--- src/hw/bp_pkg.sv ---
// Constants and carrier types for the three-port bidirectional I/O block.
package bp_pkg;

   // ----------------------------------------------------------------
   // Register locations in data memory
   // ----------------------------------------------------------------
   localparam logic [7:0] PORT_A_DATA_ADDR = 8'h12; // Port A data latch.
   localparam logic [7:0] PORT_A_DIR_ADDR  = 8'h13; // Port A direction.
   localparam logic [7:0] PORT_B_DATA_ADDR = 8'h14; // Port B data latch.
   localparam logic [7:0] PORT_B_DIR_ADDR  = 8'h15; // Port B direction.
   localparam logic [7:0] PORT_D_DATA_ADDR = 8'h18; // Port D data latch.
   localparam logic [7:0] PORT_D_DIR_ADDR  = 8'h19; // Port D direction.

   // ----------------------------------------------------------------
   // Widths, implemented bits and reset values
   // ----------------------------------------------------------------
   localparam int         PAD_COUNT   = 20;     // Bonded lines in total.
   localparam logic [7:0] PORT_B_MASK = 8'h3F;  // Six lines on port B.
   localparam logic [7:0] PORT_D_MASK = 8'h77;  // Bits 3 and 7 absent.
   localparam logic [7:0] LATCH_RESET = 8'hFF;  // Latches reset high.
   localparam logic [7:0] DIR_RESET   = 8'hFF;  // All lines reset as inputs.
   localparam int         BUZZ_BIT    = 0;      // Buzzer on port A bit 0.
   localparam int         BUZZ_N_BIT  = 1;      // Inverted buzzer on bit 1.
   localparam int         TONE_BIT    = 3;      // Tone on port A bit 3.
   localparam int         IRQ0_PAD    = 17;     // Port D bit 4 pad index.
   localparam int         IRQ1_PAD    = 18;     // Port D bit 5 pad index.
   localparam int         TMR_PAD     = 19;     // Port D bit 6 pad index.

   // ----------------------------------------------------------------
   // Access kinds issued by the core
   // ----------------------------------------------------------------
   typedef enum logic [1:0] {
      BP_OP_WRITE,
      BP_OP_SET,
      BP_OP_CLEAR,
      BP_OP_COMPLEMENT
   } bp_op_e;

   // One core access, sampled at the second phase edge.
   typedef struct packed {
      logic       rd;      // Read strobe.
      logic       wr;      // Write or read-modify-write strobe.
      bp_op_e     op;      // Kind of write.
      logic [2:0] bit_sel; // Bit number for set and clear.
      logic [7:0] addr;    // Data-memory address.
      logic [7:0] wdata;   // Data for a plain write.
   } bp_req_s;

   // Pad drive for all twenty lines.
   typedef struct packed {
      logic [PAD_COUNT-1:0] out; // Level driven when enabled.
      logic [PAD_COUNT-1:0] oe;  // High while the line drives.
   } bp_pad_s;

endpackage

--- src/hw/bp_port.sv ---
// Three memory-mapped bidirectional ports with shared tone and buzzer pins.
`timescale 1ns/10ps
`default_nettype none
// Overview of operation
// - Twenty lines, data at 12H, 14H, 18H.
// - Input reads sample pads, no latching.
// - Output latch holds until rewritten.
// - Direction registers at 13H, 15H, 19H.
// - Dir 1 input reads pad; 0 reads latch.
// - Outputs are push-pull only.
// - Reset sets latches and directions high.
// - Bit operations read, modify, write back.
// - Any port A input line wakes device.
// - Per-port pull-up by option, else float.
// - Tone on port A bit 3 output.
// - Bit 3 latch gates tone or forces low.
// - Tone toggles each timer overflow.
// - Shared pins: buzzer, tone, interrupts, timer.
// - Buzzer pair on port A bits 0, 1.
// - Bit 0/1 latches gate buzzer signals.
// - Tone pin: latch 0 low, else tone.
module bp_port (
   // Clock, reset and enable.
   input  wire logic                         clock,
   input  wire logic                         rst,
   input  wire logic                         ce,
   // Core access.
   input  wire bp_pkg::bp_req_s              req,
   output logic [7:0]                        rdata,
   // Pads.
   input  wire logic [bp_pkg::PAD_COUNT-1:0] pad_in,
   output bp_pkg::bp_pad_s                   pad,
   output logic [2:0]                        pullup_en,
   // Options and shared-function signals.
   input  wire logic                         tone_opt,
   input  wire logic                         buzz_opt,
   input  wire logic [2:0]                   pullup_opt,
   input  wire logic                         timer_on,
   input  wire logic                         timer_overflow,
   input  wire logic                         buzzer_out,
   // Shared-pin inputs and wake-up.
   output logic                              external_irq_zero,
   output logic                              external_irq_one,
   output logic                              timer_event_input,
   output logic                              wake
);

   // ----------------------------------------------------------------
   // State
   // ----------------------------------------------------------------
   // All state sits in one struct so that one register process holds it.
   // A copy of it is filled each cycle by the next-state logic.
   typedef struct packed {
      logic [7:0]                   port_a;           // Port A latch.
      logic [7:0]                   port_a_direction; // Port A direction.
      logic [7:0]                   port_b;           // Port B latch.
      logic [7:0]                   port_b_direction; // Port B direction.
      logic [7:0]                   port_d;           // Port D latch.
      logic [7:0]                   port_d_direction; // Port D direction.
      logic                         tone;             // Divide-by-two tone.
      logic [bp_pkg::PAD_COUNT-1:0] sync1;            // First sync stage.
      logic [bp_pkg::PAD_COUNT-1:0] sync2;            // Second sync stage.
      logic [7:0]                   a_prev;           // Port A last level.
      logic [7:0]                   rdata;            // Read result.
      bp_pkg::bp_pad_s              pad;              // Pad drive.
      logic [2:0]                   pullup_en;        // Pull-up enables.
      logic                         irq0;             // Interrupt 0 level.
      logic                         irq1;             // Interrupt 1 level.
      logic                         tmr_evt;          // Timer input level.
      logic                         wake;             // Wake pulse.
   } bp_state_s;

   bp_state_s s;       // Registered state.
   bp_state_s next_s;  // Next state.

   // Resolved port values as read by the core.
   logic [7:0] pa_in, pb_in, pd_in;
   logic [7:0] rd_a, rd_b, rd_d;
   logic [7:0] cur;     // Current value at the addressed location.
   logic [7:0] mod;     // Modified value to write back.
   logic [7:0] pa_drv;  // Port A levels after shared-function gating.

   // ----------------------------------------------------------------
   // Next-state logic
   // ----------------------------------------------------------------
   // Everything is computed from the registered state, so pad and read
   // outputs trail the latches by one cycle; this keeps outputs on flops.
   always_comb begin
      // Start from the held state; each branch below changes only its own fields.
      // Holding by default keeps every field registered without extra enables.
      next_s = s;
      // Pads come from outside; only the second stage is read below.
      // The first stage may go metastable, so nothing else looks at it.
      next_s.sync1 = pad_in;
      next_s.sync2 = s.sync1;
      pa_in = s.sync2[7:0];
      pb_in = {2'h0, s.sync2[13:8]};
      pd_in = {1'b0, s.sync2[19:17], 1'b0, s.sync2[16:14]};
      // Inputs read the pad, outputs read the latch.
      // Absent bits are masked so that they read as zero on a plain read.
      rd_a = (s.port_a_direction & pa_in) | (~s.port_a_direction & s.port_a);
      rd_b = ((s.port_b_direction & pb_in) | (~s.port_b_direction & s.port_b))
             & bp_pkg::PORT_B_MASK;
      rd_d = ((s.port_d_direction & pd_in) | (~s.port_d_direction & s.port_d))
             & bp_pkg::PORT_D_MASK;
      // Address decode; unmapped locations read as zero.
      // The decode runs every cycle; only rd or wr makes its result matter.
      unique case (req.addr)
         bp_pkg::PORT_A_DATA_ADDR: cur = rd_a;
         bp_pkg::PORT_A_DIR_ADDR:  cur = s.port_a_direction;
         bp_pkg::PORT_B_DATA_ADDR: cur = rd_b;
         bp_pkg::PORT_B_DIR_ADDR:  cur = s.port_b_direction & bp_pkg::PORT_B_MASK;
         bp_pkg::PORT_D_DATA_ADDR: cur = rd_d;
         bp_pkg::PORT_D_DIR_ADDR:  cur = s.port_d_direction & bp_pkg::PORT_D_MASK;
         default:                  cur = 8'h00;
      endcase
      // Bit operations start from the whole resolved port state.
      // A set or clear on an input bit copies its pad level into the latch,
      // which software must expect when it later turns the bit to output.
      unique case (req.op)
         bp_pkg::BP_OP_WRITE:      mod = req.wdata;
         bp_pkg::BP_OP_SET:        mod = cur | (8'h01 << req.bit_sel);
         bp_pkg::BP_OP_CLEAR:      mod = cur & ~(8'h01 << req.bit_sel);
         bp_pkg::BP_OP_COMPLEMENT: mod = ~cur;
      endcase
      // The read result is also what a complement-to-accumulator returns.
      if (req.rd || req.wr) begin
         next_s.rdata = req.wr ? mod : cur;
      end
      // Latches change only on a write to their own location.
      // Absent bits are forced high so they look like idle inputs.
      if (req.wr) begin
         unique case (req.addr)
            bp_pkg::PORT_A_DATA_ADDR: next_s.port_a = mod;
            bp_pkg::PORT_A_DIR_ADDR:  next_s.port_a_direction = mod;
            bp_pkg::PORT_B_DATA_ADDR: next_s.port_b = mod | ~bp_pkg::PORT_B_MASK;
            bp_pkg::PORT_B_DIR_ADDR:  next_s.port_b_direction = mod | ~bp_pkg::PORT_B_MASK;
            bp_pkg::PORT_D_DATA_ADDR: next_s.port_d = mod | ~bp_pkg::PORT_D_MASK;
            bp_pkg::PORT_D_DIR_ADDR:  next_s.port_d_direction = mod | ~bp_pkg::PORT_D_MASK;
            default: begin
               // Other addresses belong to other blocks.
            end
         endcase
      end
      // The tone flips on every overflow while the timer runs, halving it.
      // One flop is the whole divider, so there is no count to keep in step.
      if (timer_on && timer_overflow) begin
         next_s.tone = ~s.tone;
      end
      // Shared outputs are gated by their own latch only.
      // The enable still follows the direction bit, so input mode is untouched.
      pa_drv = s.port_a;
      if (buzz_opt) begin
         pa_drv[bp_pkg::BUZZ_BIT]   = s.port_a[bp_pkg::BUZZ_BIT] & buzzer_out;
         pa_drv[bp_pkg::BUZZ_N_BIT] = s.port_a[bp_pkg::BUZZ_N_BIT] & ~buzzer_out;
      end
      if (tone_opt) begin
         // With the timer stopped the tone holds its last level.
         pa_drv[bp_pkg::TONE_BIT] = s.port_a[bp_pkg::TONE_BIT] & s.tone;
      end
      // Push-pull drive: the enable alone decides, both levels are driven.
      // There is no open-drain style, so a driving line sets both levels.
      next_s.pad.out = {s.port_d[6:4], s.port_d[2:0], s.port_b[5:0], pa_drv};
      next_s.pad.oe  = ~{s.port_d_direction[6:4], s.port_d_direction[2:0],
                         s.port_b_direction[5:0], s.port_a_direction};
      next_s.pullup_en = pullup_opt;
      // Shared input functions see the pad whatever the direction.
      // These taps sit beside the port read path and add nothing to it.
      next_s.irq0    = s.sync2[bp_pkg::IRQ0_PAD];
      next_s.irq1    = s.sync2[bp_pkg::IRQ1_PAD];
      next_s.tmr_evt = s.sync2[bp_pkg::TMR_PAD];
      // A falling edge on any port A input line requests wake-up.
      // The previous level resets low, so the first rise after reset cannot
      // look like a fall; an output-mode line never wakes the device.
      next_s.a_prev = pa_in;
      next_s.wake   = |(s.port_a_direction & s.a_prev & ~pa_in);
   end

   // ----------------------------------------------------------------
   // State register
   // ----------------------------------------------------------------
   // Reset leaves every line an input with its latch high.
   // A low clock enable holds every field, the synchronisers included,
   // so a frozen block sees the pads again only two cycles after it wakes.
   always_ff @(posedge clock or posedge rst) begin
      if (rst) begin
         s                  <= '0;
         s.port_a           <= bp_pkg::LATCH_RESET;
         s.port_a_direction <= bp_pkg::DIR_RESET;
         s.port_b           <= bp_pkg::LATCH_RESET;
         s.port_b_direction <= bp_pkg::DIR_RESET;
         s.port_d           <= bp_pkg::LATCH_RESET;
         s.port_d_direction <= bp_pkg::DIR_RESET;
         s.pad.out          <= {bp_pkg::PAD_COUNT{1'b1}};
      end else if (ce) begin
         s <= next_s;
      end
   end

   // ----------------------------------------------------------------
   // Outputs
   // ----------------------------------------------------------------
   // Every output is a plain copy of a state flop.
   assign rdata             = s.rdata;
   assign pad               = s.pad;
   assign pullup_en         = s.pullup_en;
   assign external_irq_zero = s.irq0;
   assign external_irq_one  = s.irq1;
   assign timer_event_input = s.tmr_evt;
   assign wake              = s.wake;

   // ----------------------------------------------------------------
   // Checks
   // ----------------------------------------------------------------
   // Every check is skipped while reset is high, except the reset check.

   // A plain read of port A returns the mixed pad and latch value.
   read_input_a: assert property (@(posedge clock) disable iff (rst)
      ce && req.rd && !req.wr && req.addr == bp_pkg::PORT_A_DATA_ADDR
      |=> rdata == $past(rd_a))
      else $error("Port A read value wrong.");

   // The port A latch moves only when its own location is written.
   latch_hold_a: assert property (@(posedge clock) disable iff (rst)
      !(ce && req.wr && req.addr == bp_pkg::PORT_A_DATA_ADDR)
      |=> s.port_a == $past(s.port_a))
      else $error("Port A latch changed without a write.");

   // A set lands in the addressed bit of the latch.
   bit_set_a: assert property (@(posedge clock) disable iff (rst)
      ce && req.wr && req.op == bp_pkg::BP_OP_SET && req.addr == bp_pkg::PORT_A_DATA_ADDR
      |=> s.port_a[$past(req.bit_sel)] == 1'b1)
      else $error("Bit set did not reach the latch.");

   // A clear lands in the addressed bit of the latch.
   bit_clear_a: assert property (@(posedge clock) disable iff (rst)
      ce && req.wr && req.op == bp_pkg::BP_OP_CLEAR && req.addr == bp_pkg::PORT_A_DATA_ADDR
      |=> s.port_a[$past(req.bit_sel)] == 1'b0)
      else $error("Bit clear did not reach the latch.");

   // A plain write to the port A direction lands as written.
   dir_write_a: assert property (@(posedge clock) disable iff (rst)
      ce && req.wr && req.op == bp_pkg::BP_OP_WRITE && req.addr == bp_pkg::PORT_A_DIR_ADDR
      |=> s.port_a_direction == $past(req.wdata))
      else $error("Direction write lost.");

   // Port A pad enables trail the direction register by exactly one cycle.
   dir_drive_a: assert property (@(posedge clock) disable iff (rst)
      ce |=> pad.oe[7:0] == ~$past(s.port_a_direction))
      else $error("Port A enable does not follow direction.");

   // Port B enables follow their direction bits the same way.
   port_b_drive_a: assert property (@(posedge clock) disable iff (rst)
      ce |=> pad.oe[13:8] == ~$past(s.port_b_direction[5:0]))
      else $error("Port B enable does not follow direction.");

   // A low bit 3 latch forces the tone pin low.
   tone_gate_a: assert property (@(posedge clock) disable iff (rst)
      ce && tone_opt && !s.port_a[bp_pkg::TONE_BIT]
      |=> !pad.out[bp_pkg::TONE_BIT])
      else $error("Tone pin not forced low.");

   // Every overflow of a running timer flips the tone.
   tone_toggle_a: assert property (@(posedge clock) disable iff (rst)
      ce && timer_on && timer_overflow |=> s.tone != $past(s.tone))
      else $error("Tone did not toggle on overflow.");

   // Without an overflow the tone level holds.
   tone_hold_a: assert property (@(posedge clock) disable iff (rst)
      ce && !(timer_on && timer_overflow) |=> s.tone == $past(s.tone))
      else $error("Tone moved without an overflow.");

   // A high bit 0 latch passes the buzzer signal.
   buzz_gate_a: assert property (@(posedge clock) disable iff (rst)
      ce && buzz_opt && s.port_a[bp_pkg::BUZZ_BIT]
      |=> pad.out[bp_pkg::BUZZ_BIT] == $past(buzzer_out))
      else $error("Buzzer not passed by latch.");

   // A high bit 1 latch passes the inverted buzzer signal.
   buzz_invert_a: assert property (@(posedge clock) disable iff (rst)
      ce && buzz_opt && s.port_a[bp_pkg::BUZZ_N_BIT]
      |=> pad.out[bp_pkg::BUZZ_N_BIT] == !$past(buzzer_out))
      else $error("Inverted buzzer not passed by latch.");

   // A fall on any input-mode port A line raises wake one cycle later.
   wake_edge_a: assert property (@(posedge clock) disable iff (rst)
      ce && |(s.port_a_direction & s.a_prev & ~pa_in) |=> wake)
      else $error("Wake missed on port A fall.");

   // Pull-up enables copy the option one cycle later.
   pullup_follow_a: assert property (@(posedge clock) disable iff (rst)
      ce |=> pullup_en == $past(pullup_opt))
      else $error("Pull-up enable does not follow option.");

   // A low clock enable freezes the port A latch and direction.
   freeze_hold_a: assert property (@(posedge clock) disable iff (rst)
      !ce |=> s.port_a == $past(s.port_a) && s.port_a_direction == $past(s.port_a_direction))
      else $error("State moved while the clock enable was low.");

   // Right after reset every line is an input.
   reset_state_a: assert property (@(posedge clock)
      $fell(rst) |-> s.port_a_direction == bp_pkg::DIR_RESET && pad.oe == '0)
      else $error("Lines not inputs after reset.");

endmodule
`default_nettype wire
--- config.mk ---
export PLATFORM = sky130hd
export DESIGN_NAME = bp_port
export DESIGN_NICKNAME = d
export VERILOG_FILES = /design/src/hw/bp_pkg.sv /design/src/hw/bp_port.sv
export SDC_FILE = /design/constraint.sdc
export NUM_CORES = 1
export LEC_CHECK = 0
export CAP_MARGIN = 30
export CELL_PAD_IN_SITES_DETAIL_PLACEMENT = 0
export CELL_PAD_IN_SITES_GLOBAL_PLACEMENT = 2
export CORE_ASPECT_RATIO = 0.75
export CORE_MARGIN = 1
export CORE_UTILIZATION = 44
export CTS_CLUSTER_SIZE = 28
export DETAILED_ROUTE_END_ITERATION = 10
export DONT_BUFFER_PORTS = 1
export HOLD_SLACK_MARGIN = 0.1
export PLACE_DENSITY_LB_ADDON = 0.15
export SETUP_SLACK_MARGIN = 0.02
export SYNTH_ARGS = -nofsm -noshare
export SYNTH_HDL_FRONTEND = slang
export SYNTH_SLANG_ARGS = --single-unit
export TNS_END_PERCENT = 10
--- constraint.sdc ---
create_clock -name clock -period 11.75 [get_ports clock]
set_input_delay 0.5875 -clock clock [delete_from_list [all_inputs] [get_ports clock]]
set_output_delay 0.5875 -clock clock [all_outputs]
set_load 0.05 [all_outputs]
Word-level counts from Yosys, hierarchy flattened --
Index checks and enable logic that the tools add are counted.
Cells by class: reductions and logical operators 12, bitwise gates (word level) 25, shifts and indexed selects 1, muxes and demuxes 5, equality and inequality tests 9
Operators with widths (number):
- 8-bit by 5-bit == test with 1-bit output, second input constant | 6
- 8-bit one-hot mux with 6 select lines | 1
- 8-bit AND | 5
- 8-bit NOT | 4
- 8-bit one-hot mux with 4 select lines | 1
- 20-bit NOT | 1
- 3-bit AND reduction | 6
- 8-bit bitwise OR | 2
- 7-bit AND | 2
- 6-bit AND | 2
- 8-bit 2-to-1 mux | 1
- 8-bit OR reduction | 1
- 1-bit by 3-bit << shifter with 8-bit output, first input constant | 1
- 7-bit NOT | 1
- 7-bit bitwise OR | 1
- 6-bit NOT | 1
- 6-bit bitwise OR | 1
- 2-bit == test, second input constant | 2
- 2-bit AND reduction | 2
- 1-bit AND | 3
- 2-bit by 1-bit == test with 1-bit output, second input constant | 1
- 2-bit zero test | 1
- 2-bit 2-to-1 mux | 1
- 1-bit NOT | 2
- other kinds (3) | 3
Word-level totals: bits in registers 144, word-level logic and storage cells 70, output and inout port bits 55, input port bits 54

Depth between registers and ports, before layout --
Gate-level depths: netlist (run 1).
depth after elaboration 7, mapped depth 9, gate-level depth less buffers 6

Least setup slack after synthesis (run 1) --
OpenSTA, ideal clock, no wires.
path type input to register, start input req[13] (netlist bit), end register s, in the netlist next_s[34], setup time 82 ps, cell stages on the path 7, path slack 9383 ps, path buffers 2, arrival time 2285 ps, data required time 11668 ps, cells stage by stage or4b_1 -> buf_2 -> buf_6 -> a2111o_1 -> a21oi_1 -> o21ai_2 -> mux2_2
On the way: word-level cells in the longest chain between the ends 4, elaborated cells between the ends (all ways) 12, classes of those cells 6 x eq/ne; 2 x mux; 3 x bitwise; 1 x reduce/logical
Ends and longest elaborated chain:
- start: declaration | line bp_port.sv:28 | input wire bp_pkg::bp_req_s req,
- 8-bit by 5-bit == test with 1-bit output, on equally long branches | line bp_port.sv:108, bp_port.sv:133
- 8-bit one-hot mux with 6 select lines | line bp_port.sv:108 | unique case (req.addr)
- 8-bit AND (tied with other cells) | line bp_port.sv:123 | bp_pkg::BP_OP_CLEAR: mod = cur & ~(8'h01 << req.bit_sel);
- 8-bit one-hot mux with 4 select lines | line bp_port.sv:120 | unique case (req.op)
- end signal: assignment | line bp_port.sv:196 | s <= next_s;
- end: declaration | line bp_port.sv:73 | bp_state_s s;
Parallel ways exist; a longest one is shown, timed or not. A chain may end at the register's enable or synchronous reset.

Final worst setup path (run 1) --
start input req[13] (netlist bit), end register s, in the netlist next_s[40]
Same word-level chain as after synthesis.

==> results of run 1 <==
==> final timing paths <==
check,depth (start not counted),to
worst max-delay path,6,next_s[40]
worst min-delay path,1,next_s[65]
worst max register to register,6,s[142]
worst min register to register,2,next_s[46]
max in group asynchronous,2,pb_in[5]
min in group clock,1,pad[7]
==> flip-flops by register name (all words and copies together) (netlist names), 3 cells and up <==
register	count
pd_in	3
s	32
next_s	48
pad	40
pb_in	6
rdata	8
pullup_en	3
==> per-stage QoR <==
step                      power, uW  hold slack, ps
after floorplan                 721             438
after global placement          725             462
after detailed placement        728             466
after CTS                      1240             151
after global routing           1270             172
final                          1220             123
==> worst reg2reg max path, delay by kind of cell (launching register included) <==
kind	cells	cell delay (ps)
multiplexers	1	130
AO/OA/AOI/OAI	3	1060
flip-flops	1	570
AND/OR/NAND/NOR	2	550
==> report_power, final <==
group          leakage (uW)  internal, uW  switching, uW
clock network      0.000265           278            221
logic               0.00126          45.1           47.1
registers           0.00156           545           81.2
total               0.00308           869            349
==> cell usage in the layout (no fill, tap or decap), types with 4 or more instances in the layout <==
cell / n
inv_1: 29
nand2b_1: 10
mux2_2: 74
a21oi_2: 4
dfrtp_1: 84
or3b_2: 7
o21ai_0: 69
o21ai_1: 6
a311oi_1: 4
nor4_1: 6
a21oi_1: 25
clkbuf_16: 17
buf_4: 4
dfstp_2: 60
mux2i_1: 41
clkinv_4: 5
nand3b_1: 7
o22ai_1: 7
o211ai_1: 4
nand2_1: 68
nor3_1: 22
a22oi_1: 4
nand3_1: 11
nor2_1: 40
inv_6: 5
==> final cells by class <==
class | instances | area (um2) | area share (%)
sequential | 144 | 3680 | 46.6
tap | 215 | 269 | 3.41
clock inverter | 13 | 104 | 1.32
timing repair buffer | 4 | 30.0 | 0.381
inverter | 30 | 118 | 1.49
clock buffer | 19 | 443 | 5.61
multi-input combinational | 470 | 3250 | 41.2
==> per-layer routing <==
| metal | wire (um) | up-vias |
|---|---|---|
| li1 | - | 2408 |
| met2 | 8630 | 155 |
| met5 | 0 | - |
| met4 | 274 | 0 |
| met3 | 1300 | 17 |
| met1 | 9350 | 2574 |
==> logic make-up after synthesis <==
family / share of synthesized area [%]
AOI/OAI and AO/OA: 12.0
muxes: 16.3
xor gates and xnor gates: 0.115
DFF: 48.3
and+or+nand+nor: 14.1
buffers and inverters: 9.13
==> metrics.cfg, run 1 <==
[worst_setup_path]
path_buf_inv = 0
rrSetupSlack_ps = 9350
cp-end-kind = flip-flop
required_ps = 12110
cp_max_fo = 16
crit_type = in -> reg
cp-start-kind = primary input
timing.rr.start = next_s[33]
worstPathArrival_ps = 2940
path_delay_family = simple AND/OR/NAND/NOR gates
slowest_stage = or4b_1
cp_slowest_stage_delay_ps = 850
worstPathCellList = or4b_1 > nand2b_4 > nor3_2 > nand2_1 > mux2i_1 > nor3_1
worstSetupStartpoint = req[13]

[route]
via_per_inst = 5.76
drc = 0
dr.pass1.iters = 5
wl_per_cell_um = 21.9
drt-initial-drc-count = 423
final_antenna_net_count = 0
num_vias = 5154
drt_wl_total_um = 19600

[final_layout]
nets = 721
stdcell_count = 895
utilization_pct = 46.7
fin_area_um2 = 7890
antenna_cells = 0
syn2layout_area_growth_pct = 3.51
drive_gt1_share_pct = 29.3
nFillCells = 1549

[place]
placed_cells = 863
pre_cts_ws_ps = 8740
port_buffers = 0
gp_congestion = 0.876
placed_cell_area_um2 = 7340
post-dp-hpwl_um = 13900

[cts]
cts_buffers = 17
post_cts_resized = 0
root_buffer = clkbuf_16
cts_tree = yes
h-tree-depth = 4
worstSkewPairLatency_ps = 430
clk_pin_slew_ps = 60
cts_buffer_depth = 2
cts.sinks = 144
holdBufCountCts = 0
postCtsSetupBuffers = 0

[sta]
slew_headroom_pct = 36.3
hold_viol = 0
skew_ps = 6.73
setup_violations = 0
worst_pin_slew_ps = 950
rsz0062_at_grt = no
finalCritPeriodShare_pct = 22.0
tns_ps = 0
fin_ws_ps = 9170
fmax_ghz = 0.387
slew_violations = 0
fin_crit_ps = 2580

[min_path]
min_path_type = in -> async

[global_routing]
grt_max_degree = 111
grtUsageMet1_pct = 32.4
grtUsageTotal_pct = 23.2
grt_overflow = 0
busiest_layer = met2
met2_usage_pct = 34.8
met3_usage_pct = 6.51
grt_pass1_wl_um = 30500
grt_pass1_vias = 5041
antenna_found_initial = 0

[status]
outcome = finished, final reports clean

[synthesis]
yosys.area.top_type = dfrtp_1
synth-seq-cells = 144
ys_async_sr_fraction_pct = 100
yosysMostFrequentCell = dfrtp_1
yosysWarnings = 0
synth_top_cell_area_share_pct = 27.6
yosys_most_used_dff = dfrtp_1
synth_area_leaders = dfrtp_1, dfstp_2, mux2_2
syn_avg_cell_area_um2 = 10.4
yosys-top-cells-count = dfrtp_1, mux2_2, o21ai_0, nand2_1, dfstp_2
yosysSeqAreaShare_pct = 48.3
syn-instance-count = 736
syn_nets = 790
synth_cell_types = 64
synth_edf_count = 0
syn_area_um2 = 7620

[power_and_ir_drop]
p_leak_uw = 0.00308
p_per_area_nw_per_um2 = 154
ir_drop_mv = 0.0735

[floorplanning]
core_um2 = 16900
initial_core_util_pct = 45.2
fp.dieArea_um2 = 17900
die_y_um = 116
rows = 41
die_x_um = 154
io_pins = 109

[job]
cap_violations = 0

Note: power is estimated with default switching activity, not from simulation.
==> inputs of run 2 (changes only) <==
--- a/config.mk
+++ b/config.mk
@@ -10,7 +10,7 @@
 export CELL_PAD_IN_SITES_GLOBAL_PLACEMENT = 2
 export CORE_ASPECT_RATIO = 0.75
 export CORE_MARGIN = 1
-export CORE_UTILIZATION = 44
+export CORE_UTILIZATION = 41
 export CTS_CLUSTER_SIZE = 28
 export DETAILED_ROUTE_END_ITERATION = 10
 export DONT_BUFFER_PORTS = 1
==> constraint.sdc (replaced) <==
create_clock -name clock -period 2.6 [get_ports clock]
set_input_delay 0.13 -clock clock [delete_from_list [all_inputs] [get_ports clock]]
set_output_delay 0.13 -clock clock [all_outputs]
set_load 0.05 [all_outputs]
==> run 2 against run 1 <==
Combinational power rose to 5.6 times the previous value. Sequential power rose to 4.5 times the previous value. Clock skew is 3.0 ps higher. Die area grew 7.2%. Global-route usage increased by 0.19 points. Cell area grew 8.9%. Largest cell class unchanged. Via count rose by 4.3%. Count of clock-buffer cells in the layout down 2. Utilization grew 1.2 points. Power grew to 4.9 times the previous value. Sequential share of layout area decreased by 3.8 points. Highest routed layer unchanged. Non-clock buffer count increased by 60.
==> metrics.cfg, run 2 (synthesized netlist as in run 1, its figures left out) <==
[power_and_ir_drop]
p_per_area_nw_per_um2 = 691  ; +350%
finalPower_uw = 5930  ; +390%
ir_drop_mv = 0.417  ; +470%
p_leak_uw = 0.00339  ; +10%

[route]
wl_per_cell_um = 21.7  ; -0.58%
drc = 0  ; unchanged
dr.pass1.iters = 5  ; unchanged
drt_wl_total_um = 21300  ; +9.1%
num_vias = 5374  ; +4.3%
final_antenna_net_count = 0  ; unchanged
via_per_inst = 5.47  ; -5.0%
drt-initial-drc-count = 418  ; -1.2%

[place]
pre_cts_ws_ps = 244  ; -8500 ps
post-dp-hpwl_um = 14700  ; +5.7%
port_buffers = 0  ; unchanged
gp_congestion = 0.881  ; +0.57%

[status]
outcome = finished, final reports clean

[final_layout]
largest_register_ffs = 48  ; unchanged
layout_commonest_cell = dfrtp_1
syn2layout_area_growth_pct = 12.7
final_cell_mix = dfrtp_1, mux2_2, o21ai_0, nand2_1, dfstp_2
drive_gt1_share_pct = 28.8  ; -0.48 points
antenna_cells = 0  ; unchanged
nets = 781  ; +8.3%

[floorplanning]
rows = 42  ; +2.4%
die_y_um = 120  ; +3.5%
fp.dieArea_um2 = 19100  ; +7.2%
io_pins = 109  ; unchanged
core_um2 = 17900  ; +6.2%
die_x_um = 159  ; +3.5%
initial_core_util_pct = 42.5  ; -2.6 points

[cts]
post_cts_resized = 0  ; unchanged
postCtsSetupBuffers = 0  ; unchanged
root_buffer = clkbuf_16
holdBufCountCts = 48  ; +48
worstSkewPairLatency_ps = 430  ; about the same
cts_buffers = 17  ; unchanged
cts.sinks = 144  ; unchanged
clk_pin_slew_ps = 60  ; about the same
h-tree-depth = 4  ; unchanged
cts_tree = yes
cts_buffer_depth = 2  ; unchanged

[global_routing]
grt_pass1_vias = 5426  ; +7.6%
grtUsageTotal_pct = 23.4  ; +0.19 points
grt_pass1_wl_um = 33000  ; +8.1%
grt_max_degree = 145  ; +31%
grt_overflow = 0  ; unchanged
antenna_found_initial = 0  ; unchanged

[min_path]
hold_depth = 3
min_path_type = in -> reg

[job]
cap_violations = 0  ; unchanged

[sta]
setup_violations = 0  ; unchanged
fin_ws_ps = 301  ; -8870 ps
slew_violations = 0  ; unchanged
rsz0062_at_grt = no
fin_crit_ps = 2300
tns_ps = 0  ; unchanged
finalCritPeriodShare_pct = 88.4
worst_pin_slew_ps = 822  ; -129 ps
fmax_ghz = 0.435
hold_viol = 0  ; unchanged
skew_ps = 9.73  ; +3.00 ps
slew_headroom_pct = 45.2  ; +8.9 points
holdWs_ps = 130  ; +6.81 ps

[worst_setup_path]
required_ps = 2940  ; -9170 ps
cp_max_fo = 5  ; -11
reg2reg_depth = 6  ; unchanged
worstPathArrival_ps = 2640  ; -300 ps
cp-start-kind = flip-flop
cp-end-kind = flip-flop
crit_type = reg -> reg

## run 2: changes by cell type in the layout (fill, tap and decap cells not counted), moves of 2 or more
cell	delta
buf_4	+11
clkinv_4	-5
clkinv_8	+2
dlygate4sd3_1	+47
inv_8	+3
bufinv_16	+2
## run 2: path summary, 6_finish.rpt
check	from	to	slack (ps)
hold / removal	req[18]	rdata[5]	130
hold reg to reg	next_s[46]	next_s[46]	460
max in group asynchronous	rst	rdata[1]	1570
min in group asynchronous	rst	pad[6]	360
setup / recovery	s[139]	s[123]	300
setup reg to reg	s[139]	s[123]	300
## run 2: per-layer routing
metal  GRT usage, %  vias to the layer above  share of wire (%)
met5              0                        -                  0
met3           7.71                       14                8.5
li1               -                     2525                  -
met1           34.2                     2661                 49
met2           33.0                      174                 42
met4           5.83                        0               0.86
## run 2: through the flow
step                      area, um2  instances  util (%)
after CTS                      8590        982      47.9
after detailed placement       7480        902      41.7
after floorplan                7620        736         -
after global placement         7480        902      41.7
after global routing           8590        982      47.9
final                          8590        982      47.9
## run 2: cell type report
cell class	instances	area, um2
Inverter	30	116
Fill cell	1656	9330
Multi-Input combinational cell	470	3250
Clock buffer	17	425
Tap cell	242	303
Sequential cell	144	3680
Timing Repair Buffer	64	631
Clock inverter	15	191
## run 2: report_power, final
part / total (uW) / internal, uW / switching, uW
registers: 2840 / 2460 / 373
clock network: 2580 / 1470 / 1110
logic: 519 / 259 / 260
total: 5930 / 4190 / 1750
## run 2: critical path, cell delays in order (launching register included)
cell	delay [ps]
dfstp_2	620
nor4bb_1	80
a41oi_1	160
o21ai_0	210
a21oi_1	430
mux2_2	490
o21ai_0	210
